File: config.mk
export PLATFORM = sky130hd
export DESIGN_NAME = mcg_global_regs
export DESIGN_NICKNAME = d
export VERILOG_FILES = /design/src/logic/mcg_pkg.sv /design/src/logic/mcg_global_regs.sv
export SDC_FILE = /design/constraint.sdc
export NUM_CORES = 1
export LEC_CHECK = 0
export BUFFER_PORTS_ARGS = -buffer_cell sky130_fd_sc_hd__buf_2
export CORE_MARGIN = 5
export CORE_UTILIZATION = 25
export DETAILED_ROUTE_END_ITERATION = 16
export PLACE_DENSITY = 0.72
export SLEW_MARGIN = 25
export SYNTH_ARGS = -nofsm -noshare
export SYNTH_HDL_FRONTEND = slang
export SYNTH_SLANG_ARGS = --single-unit
File: constraint.sdc
create_clock -name clk -period 0.9 [get_ports clk]
set_input_delay 0.09 -clock clk [delete_from_list [all_inputs] [get_ports clk]]
set_output_delay 0.09 -clock clk [all_outputs]
set_load 0.02 [all_outputs]
File: src/logic/mcg_pkg.sv
// Package for the global machine-check register block.
// Assumes a plain register port with 64-bit data and a single core clock.
package mcg_pkg;

  localparam logic [11:0] CAP_ADDR    = 12'h179;
  localparam logic [11:0] STATUS_ADDR = 12'h17a;
  localparam logic [11:0] IRQ_ST_ADDR = 12'h17c;
  localparam logic [11:0] IRQ_MK_ADDR = 12'h17d;

  localparam int CAP_COUNT_LSB   = 0;
  localparam int CAP_CTL_PRES    = 8;
  localparam int ST_RESTART_BIT  = 0;
  localparam int ST_ERRPTR_BIT   = 1;
  localparam int ST_INPROG_BIT   = 2;

  localparam logic [7:0] BANK_COUNT_DEF  = 8'h05;
  localparam logic       CTL_PRESENT_DEF = 1'h1;

  localparam int IRQ_CHECK_BIT    = 0;
  localparam int IRQ_SHUTDOWN_BIT = 1;

  localparam logic [2:0]  STATUS_RST = 3'h0;
  localparam logic [1:0]  IRQ_RST    = 2'h0;
  localparam logic [63:0] RDATA_RST  = 64'h0;

  typedef struct packed {
    logic       valid;
    logic       restart_pointer_valid;
    logic       error_pointer_valid;
  } mcg_check_t;

  typedef struct packed {
    logic [11:0] addr;
    logic [63:0] wdata;
    logic        wr;
    logic        rd;
  } mcg_reg_req_t;

endpackage : mcg_pkg

File: src/logic/mcg_global_regs.sv
// Global machine-check capability and status registers.
// Assumes check events come from logic on the same core clock.
//
// Added by the designer: the plain strobed port.
`timescale 1ns/1ns
`default_nettype none

module mcg_global_regs #(
  parameter logic [7:0] BANK_COUNT  = mcg_pkg::BANK_COUNT_DEF,
  parameter logic       CTL_PRESENT = mcg_pkg::CTL_PRESENT_DEF
) (
  input  wire logic                  clk,
  input  wire logic                  rst_n,
  input  wire mcg_pkg::mcg_reg_req_t req,
  output var  logic [63:0]           rdata,
  input  wire mcg_pkg::mcg_check_t   check,
  output var  logic                  check_exc,
  output var  logic                  shutdown,
  output var  logic                  irq
);

  // Two concerns live here: the read-only capability word, and the
  // machine-check status flags with their interrupt. Check events come
  // from logic on the core clock, so they are used without synchronisers.
  // The global check control register itself lives outside this block.

  // Status flags, one flop each; the register view is built from them.
  logic        st_restart_q;
  logic        st_errptr_q;
  logic        st_inprog_q;
  logic [2:0]  status_bits;

  // Interrupt status (write one to clear) and its mask, same layout.
  logic        irq_chk_q;
  logic        irq_sd_q;
  logic [1:0]  irq_bits;
  logic [1:0]  irq_mk_q;
  logic        irq_pending;

  // Check handling.
  logic        take;
  logic        second;
  logic        sd_event;

  // Register port decode.
  logic        wr_status;
  logic        wr_irq_st;
  logic        wr_irq_mk;
  logic        rd_cap;
  logic        rd_status;
  logic        rd_irq_st;
  logic        rd_irq_mk;
  logic [63:0] cap_word;
  logic [63:0] rd_word;

  // Register map, 64-bit words; bits not listed read zero.
  //   capability  7:0 bank count, 8 control present; read-only
  //   status      0 restart valid, 1 error pointer, 2 in progress
  //   irq status  0 check taken, 1 shutdown; write one to clear
  //   irq mask    same layout as irq status

  // True for a write strobe aimed at the given register.
  function automatic logic wr_hit(
    input mcg_pkg::mcg_reg_req_t r,
    input logic [11:0]           a
  );
    return r.wr && (r.addr == a);
  endfunction : wr_hit

  // True for a read strobe aimed at the given register.
  function automatic logic rd_hit(
    input mcg_pkg::mcg_reg_req_t r,
    input logic [11:0]           a
  );
    return r.rd && (r.addr == a);
  endfunction : rd_hit

  // Zero-extend the status flags to a bus word.
  function automatic logic [63:0] widen_status(
    input logic [2:0] v
  );
    return {61'h0, v};
  endfunction : widen_status

  // Zero-extend a two-bit interrupt register to a bus word.
  function automatic logic [63:0] widen_irq(
    input logic [1:0] v
  );
    return {62'h0, v};
  endfunction : widen_irq

  // Capability word: bank count and control-present flag, rest zero.
  function automatic logic [63:0] cap_value(
    input logic [7:0] count,
    input logic       present
  );
    logic [63:0] w;
    w                              = 64'h0;
    w[mcg_pkg::CAP_COUNT_LSB +: 8] = count;
    w[mcg_pkg::CAP_CTL_PRES]       = present;
    return w;
  endfunction : cap_value

  // Next value of a flag that hardware sets and software also writes.
  // The hardware event wins a tie, so a check is never lost to a write
  // that lands in the same cycle.
  // Used for the status flags and the interrupt flags alike.
  function automatic logic flag_next(
    input logic cur,
    input logic hw_set,
    input logic hw_val,
    input logic sw_wr,
    input logic sw_val
  );
    logic nxt;
    nxt = cur;
    if (hw_set) begin
      nxt = hw_val;
    end else if (sw_wr) begin
      nxt = sw_val;
    end
    return nxt;
  endfunction : flag_next

  // Fixed at build time; writes to the capability register are dropped.
  assign cap_word = cap_value(BANK_COUNT, CTL_PRESENT);

  assign wr_status = wr_hit(req, mcg_pkg::STATUS_ADDR);
  assign wr_irq_st = wr_hit(req, mcg_pkg::IRQ_ST_ADDR);
  assign wr_irq_mk = wr_hit(req, mcg_pkg::IRQ_MK_ADDR);
  assign rd_cap    = rd_hit(req, mcg_pkg::CAP_ADDR);
  assign rd_status = rd_hit(req, mcg_pkg::STATUS_ADDR);
  assign rd_irq_st = rd_hit(req, mcg_pkg::IRQ_ST_ADDR);
  assign rd_irq_mk = rd_hit(req, mcg_pkg::IRQ_MK_ADDR);

  // A shut-down core takes nothing further until reset.
  assign take     = check.valid && !st_inprog_q && !shutdown;
  // A check while one is still in progress shuts the core down instead.
  assign second   = check.valid && st_inprog_q;
  // Only the entry into shutdown raises its interrupt flag.
  assign sd_event = second && !shutdown;

  // Register view of the status flags; reserved bits stay zero.
  always_comb begin
    status_bits                          = mcg_pkg::STATUS_RST;
    status_bits[mcg_pkg::ST_RESTART_BIT] = st_restart_q;
    status_bits[mcg_pkg::ST_ERRPTR_BIT]  = st_errptr_q;
    status_bits[mcg_pkg::ST_INPROG_BIT]  = st_inprog_q;
  end

  // Register view of the interrupt flags.
  always_comb begin
    irq_bits                            = mcg_pkg::IRQ_RST;
    irq_bits[mcg_pkg::IRQ_CHECK_BIT]    = irq_chk_q;
    irq_bits[mcg_pkg::IRQ_SHUTDOWN_BIT] = irq_sd_q;
  end

  // Any unmasked flag asks for the interrupt.
  assign irq_pending = |(irq_bits & irq_mk_q);

  // Restart flag: loaded from the qualifier of every taken check.
  always_ff @(posedge clk or negedge rst_n) begin
    if (!rst_n) begin
      st_restart_q <= mcg_pkg::STATUS_RST[mcg_pkg::ST_RESTART_BIT];
    end else begin
      st_restart_q <= flag_next(
        st_restart_q,
        take,
        check.restart_pointer_valid,
        wr_status,
        req.wdata[mcg_pkg::ST_RESTART_BIT]
      );
    end
  end

  // Error-pointer flag: same priority as the restart flag.
  always_ff @(posedge clk or negedge rst_n) begin
    if (!rst_n) begin
      st_errptr_q <= mcg_pkg::STATUS_RST[mcg_pkg::ST_ERRPTR_BIT];
    end else begin
      st_errptr_q <= flag_next(
        st_errptr_q,
        take,
        check.error_pointer_valid,
        wr_status,
        req.wdata[mcg_pkg::ST_ERRPTR_BIT]
      );
    end
  end

  // In-progress flag: set by every taken check and cleared only by
  // software, so a handler that forgets the clear ends in shutdown on
  // the next check.
  always_ff @(posedge clk or negedge rst_n) begin
    if (!rst_n) begin
      st_inprog_q <= mcg_pkg::STATUS_RST[mcg_pkg::ST_INPROG_BIT];
    end else begin
      st_inprog_q <= flag_next(
        st_inprog_q,
        take,
        1'b1,
        wr_status,
        req.wdata[mcg_pkg::ST_INPROG_BIT]
      );
    end
  end

  // The exception leaves in the cycle the three status flags change, so
  // a handler never reads stale qualifiers.
  always_ff @(posedge clk or negedge rst_n) begin
    if (!rst_n) begin
      check_exc <= 1'b0;
    end else begin
      check_exc <= take;
    end
  end

  // Shutdown is sticky: only reset brings the core back.
  always_ff @(posedge clk or negedge rst_n) begin
    if (!rst_n) begin
      shutdown <= 1'b0;
    end else if (second) begin
      shutdown <= 1'b1;
    end
  end

  // Check-taken interrupt flag; a new check beats a clear.
  always_ff @(posedge clk or negedge rst_n) begin
    if (!rst_n) begin
      irq_chk_q <= mcg_pkg::IRQ_RST[mcg_pkg::IRQ_CHECK_BIT];
    end else begin
      irq_chk_q <= flag_next(
        irq_chk_q,
        take,
        1'b1,
        wr_irq_st && req.wdata[mcg_pkg::IRQ_CHECK_BIT],
        1'b0
      );
    end
  end

  // Shutdown interrupt flag; set once, on entry to shutdown.
  always_ff @(posedge clk or negedge rst_n) begin
    if (!rst_n) begin
      irq_sd_q <= mcg_pkg::IRQ_RST[mcg_pkg::IRQ_SHUTDOWN_BIT];
    end else begin
      irq_sd_q <= flag_next(
        irq_sd_q,
        sd_event,
        1'b1,
        wr_irq_st && req.wdata[mcg_pkg::IRQ_SHUTDOWN_BIT],
        1'b0
      );
    end
  end

  // Mask: a one lets the matching status flag drive the interrupt.
  always_ff @(posedge clk or negedge rst_n) begin
    if (!rst_n) begin
      irq_mk_q <= mcg_pkg::IRQ_RST;
    end else if (wr_irq_mk) begin
      irq_mk_q <= req.wdata[1:0];
    end
  end

  // Interrupt lags the flags by one cycle so that it comes from a flop.
  always_ff @(posedge clk or negedge rst_n) begin
    if (!rst_n) begin
      irq <= 1'b0;
    end else begin
      irq <= irq_pending;
    end
  end

  // Idle cycles and unmapped addresses read zero.
  always_comb begin
    rd_word = 64'h0;
    if (rd_cap) begin
      rd_word = cap_word;
    end else if (rd_status) begin
      rd_word = widen_status(status_bits);
    end else if (rd_irq_st) begin
      rd_word = widen_irq(irq_bits);
    end else if (rd_irq_mk) begin
      rd_word = widen_irq(irq_mk_q);
    end
  end

  // Read data stand for the one cycle after the strobe, zero otherwise.
  always_ff @(posedge clk or negedge rst_n) begin
    if (!rst_n) begin
      rdata <= mcg_pkg::RDATA_RST;
    end else begin
      rdata <= rd_word;
    end
  end

endmodule : mcg_global_regs
`default_nettype wire

* Word level (Yosys, flattened, before mapping)
Index checks and enable logic that the tools add are counted.
** Storage, ports and cells
- Output and inout bits :: 67
- Input bits :: 83
- Word-level logic and storage cells :: 48
- Bits in registers :: 74
** Operators by class
- Reductions and logical operators :: 19
- Equality and inequality tests :: 4
- Bitwise logic cells :: 1
- Muxes and demuxes :: 14
** Operator list (count)
- equality test 12 x 9 -> 1 bit (second input constant) :: 4
- logical AND 1 bit :: 13
- two-way mux 1 bit :: 10
- two-way mux 9 bit :: 1
- nonzero test 2 bit :: 3
- two-way mux 2 bit :: 2
- two-way mux 3 bit :: 1
- AND 2 bit :: 1
- logical NOT 1 bit :: 2
- OR reduction 2 bit :: 1

* Longest topological paths before layout
- Word-level depth :: 6
- Mapped depth :: 4
- Depth with buffers taken out :: 4

* Least setup slack after synthesis
No wires, ideal clock.
- Path kind :: input-to-reg
- Start :: in req[75] in the netlist's numbering
- End :: reg irq_mk_q[0]
- Setup slack :: -475 ps
- Buffers on the path :: 0
- Data required time :: 775 ps
- Stages :: 4
- Library setup time :: 125 ps
- Data arrival time :: 1250 ps
- Cell sequence :: or4b_4 > nor3_1 > nand4_1 > mux2_2
** Between the ends
- Cells in the longest elaborated chain, start to end :: 2
** RTL lines
- start, declared :: RTL line mcg_global_regs.sv:14 : input wire mcg_pkg::mcg_reg_req_t req,
- equality test 12 x 9 -> 1 bit :: RTL line mcg_global_regs.sv:67 : return r.wr && (r.addr == a);
- logical AND 1 bit :: RTL line mcg_global_regs.sv:67
- end signal, assigned :: RTL line mcg_global_regs.sv:260 : irq_mk_q <= mcg_pkg::IRQ_RST;
- end signal, assigned :: RTL line mcg_global_regs.sv:262 : irq_mk_q <= req.wdata[1:0];
- end, declared :: RTL line mcg_global_regs.sv:37 : logic [1:0] irq_mk_q;
No other way between the ends.
A chain may end at the register's enable or synchronous reset.

* Final worst setup path
- Start :: in req[75] in the netlist's numbering
- End :: reg irq_mk_q[1]
Same word-level chain as after synthesis.

==> results.md <==
- In this run, flip-flops and latches consume 38.5% of the power.
- The die is 76.9 um tall.
- For this block, the initial DRC count from the detailed router was 73.
- The max-cap check violation count is 0.
- The quantity of I/O buffers inserted on ports is 28.
- The portion of netlist area occupied by mux cells is 5.70%.
- The initial antenna violation count is 0.
- The beginning of the worst hold path is req[4].
- The number of synthesized register bits is 14.
- The worst setup path is captured at a flip-flop.
- The worst ir drop on vdd is 0.463 mV.
- At the later pin of the worst-skew pair, clock insertion delay measures 0.25 ns.
- The switching fraction of total power is 32.4%.
- Synthesis handed over a netlist of 120 instances.
- The most critical setup path has its startpoint at req[75].
- The number of detailed-route iterations in the first pass is 4.
- The number of global-route vias before repair is 799.
- Entering global routing, the biggest net connects 15 pins.
- Detailed placement finished with a half-perimeter wire length of 2050 um.
- The clock buffer count from CTS is 3.
- The final period utilization is 142%.
- After detailed routing, the number of vias per cell comes to 3.65.
- The share of total power in combinational logic is 23.4%.
- The launching point of the worst reg2reg path is shutdown.
- The root buffer cell is sky130_fd_sc_hd__clkbuf_8.
- The final layout contains routed wiring with a total length of 2440 um.
- The total DRC errors in the routed layout is 0.
- The nature of the critical path startpoint is a primary input.
- The number of distinct library cells after synthesis is 23.
- Setup violations remaining at the end of the flow were counted as 13.
- The synthesized-area fraction occupied by and/or/nand/nor cells is 16.0%.
- In the final timing run, aggregate negative setup slack is -2.97 ns.
- The routed wire length per instance is 11.2 um.
- The area of the die is 5920 um2.
- Based on the critical path, the design can be clocked at up to 0.782 GHz.
- The reported net switching power is 532 uW.
- The sequential standard cell area is 350 um2.
- Of all nets on the critical path, the largest fanout is 3.
- The setup path with the least slack is of type primary input to flip-flop.
- The clock network is responsible for 38.1% of the overall power.
- The end-of-flow core utilization is 30.5%.
- For this block, the via count after detailed routing is 792.
- The critical path required time is 1.04 ns.
- On the final layout, the worst clock skew is 0.000497 ns.
- The overall power of the completed layout is 1.64 mW.
- Setup repair after global routing could not meet its margin everywhere.
- The met2 wirelength from detailed routing is 1210 um.
- Hold timing on the final database bottoms out at a slack of 0.0695 ns.
- The min-delay analysis places its worst path in the category primary input to flip-flop.
- The fraction of the mapped netlist area in adder cells is 0%.
- The final number of max-transition violations came to 0.
- The checks that failed: negative setup slack.
- By area the synthesized netlist is led by sky130_fd_sc_hd__buf_4, sky130_fd_sc_hd__dfrtp_1, sky130_fd_sc_hd__mux2_2.
- The internal power is 1.11 mW.
- The power density of the placed cells is 1240 nW/um2.
- The slack of the critical path is -0.379 ns.
- For this design the top-level I/O count stands at 150.
- The total met3 wirelength after detailed routing is 351 um.
- The total number of yosys warnings is 0.
- The netlist area before placement is 1120 um2.
- The global-route wire length before repair is 3840 um.
- The average size of a mapped cell is 9.33 um2.
- The die is 76.9 um wide.
- Summing all multi-input logic gate instances after layout gives 563 um2.
- The net count of the finished layout is 249.
- The static leakage power is 0.751 nW.
- The area share of the leading cell type in the synthesized netlist is 40.2%.
- Compared with the post-synthesis result, the final layout area differs by 18.5%.
- The TritonCTS clock tree is yes.
- The worst endpoint data arrival time is 1.41 ns.
- The final global-route overflow total is 0.
- The initial utilization of the core area, before any placement, comes to 25.7%.
- Summing the sequential cell areas from Yosys gives 31.3% of the chip area.
- The register clock-pin slew on the reported worst setup and hold paths is 0.06 ns.
- The final critical delay including setup and external delays is 1.28 ns.
- The largest area contributor in the synthesized netlist is sky130_fd_sc_hd__buf_4.
- In the global route stage, overall resource usage came out at 8.03%.
- Summing the areas of all compound-gate instances in the mapped netlist gives 5.81% of the synthesized area.
- In this run the number of H-tree levels came out at 1.
- At the end of routability-driven placement, the weighted congestion stood at 0.828.
- The detail route stage leaves a number of antenna-violating nets equal to 0.
- Routed signal wires occupy layers up through met4.
- The core area is 4350 um2.
- The post-route netlist has 33.3% of its cells at a drive strength greater than 1.
- The detailed router put a total of 844 um of wire on met1.
- The number of fillers in the final layout is 479.
- The longest clock path from root to sink contains 2 buffers.
- The number of failing hold endpoints at the final stage came to 0.
- The run finished, with violations left.
- The dominant combinational cell family by area after synthesis is buffers and inverters.
- The antenna diode count is 0.
- The post-synthesis share of cell area spent on xor and xnor gates is 0%.
- The number of sinks driven by the clock tree is 14.
- The number of core rows is 24.
cells in the final DEF, fill, tap and decap left out, types with 4 or more instances in the layout:
cell and n:
sky130_fd_sc_hd__conb_1 60, sky130_fd_sc_hd__buf_2 23, sky130_fd_sc_hd__dfrtp_1 14, sky130_fd_sc_hd__buf_4 12
sky130_fd_sc_hd__nand2_1 7, sky130_fd_sc_hd__a21oi_1 6, sky130_fd_sc_hd__buf_6 5, sky130_fd_sc_hd__clkbuf_8 4
cells in the mapped netlist, drive strengths merged:
master / instances
mux2i: 3
a21o: 1
or4bb: 2
nand3b: 3
and3b: 1
nand4: 1
inv: 2
nand2: 8
a32o: 1
nor2b: 3
mux2: 3
nor2: 3
dfrtp: 14
nor4: 2
o22a: 1
nor3b: 1
conb: 1
nor3: 2
buf: 60
or4b: 1
a21oi: 6
a22o: 1
cell families after synthesis:
| kind of cell | after synthesis |
|---|---|
| other cells | 1 |
| simple gates | 27 |
| flops | 14 |
| compound gates | 10 |
| mux | 6 |
| buf+inv | 62 |
sequential cells by signal, summed over array words and instances, names as in the netlist:
signal        count
irq_sd_q          1
shutdown          1
st_restart_q      1
st_inprog_q       1
check_exc         1
irq_chk_q         1
rdata             4
irq_mk_q          2
irq               1
st_errptr_q       1
final timing paths:
| path | slack, ns | cells past startpoint | end |
|---|---|---|---|
| setup / recovery | -0.38 | 5 | irq_mk_q[1] |
| min in group asynchronous | 0.26 | 2 | rdata[1] |
| setup reg to reg | -0.08 | 4 | irq_chk_q |
| hold / removal | 0.07 | 3 | st_inprog_q |
| max in group asynchronous | 0.40 | 2 | st_restart_q |
| hold reg to reg | 0.54 | 1 | irq |
worst max-delay path, stage by stage:
cell	delay, ns
sky130_fd_sc_hd__buf_2	0.09
sky130_fd_sc_hd__or4b_4	0.58
sky130_fd_sc_hd__nor3_2	0.18
sky130_fd_sc_hd__nand4_1	0.16
sky130_fd_sc_hd__mux2_2	0.31
power groups by stage:
stage | Combinational, mW | Sequential [mW] | Clock (mW)
after floorplan | 0.451 | 0.643 | 0
after global placement | 0.349 | 0.643 | 0
after detailed placement | 0.351 | 0.643 | 0
after CTS | 0.373 | 0.631 | 0.631
after global routing | 0.414 | 0.631 | 0.667
final | 0.384 | 0.631 | 0.626
what timing repair did:
item,CTS,global route
pin swaps,5,6
hold endpoints to repair,14,0
hold buffers,1,0
setup endpoints to repair,12,13
buffers inserted,1,1
resized for setup,9,2
layer usage:
metal	vias up	global-route usage, %
met5	-	0
met3	3	3.40
li1	369	-
met4	0	3.15
met1	366	8.61
met2	54	13.8
stage by stage:
stage | std cells | instance area, um2 | setup slack [ns]
global route | 217 | 1330 | -0.433
CTS | 216 | 1310 | -0.356
detailed placement | 210 | 1200 | -0.651
floorplan | 179 | 1360 | -0.447
global placement | 210 | 1200 | -0.622
finish | 217 | 1330 | -0.379
layout make-up:
cell class | count | share of cell area, %
Clock buffer | 4 | 4.15
Inverter | 2 | 0.566
Multi-Input combinational cell | 103 | 42.4
Sequential cell | 14 | 26.4
Tap cell | 52 | 4.90
Timing Repair Buffer | 42 | 21.6
No activity file was read; power rests on OpenSTA's default activity.
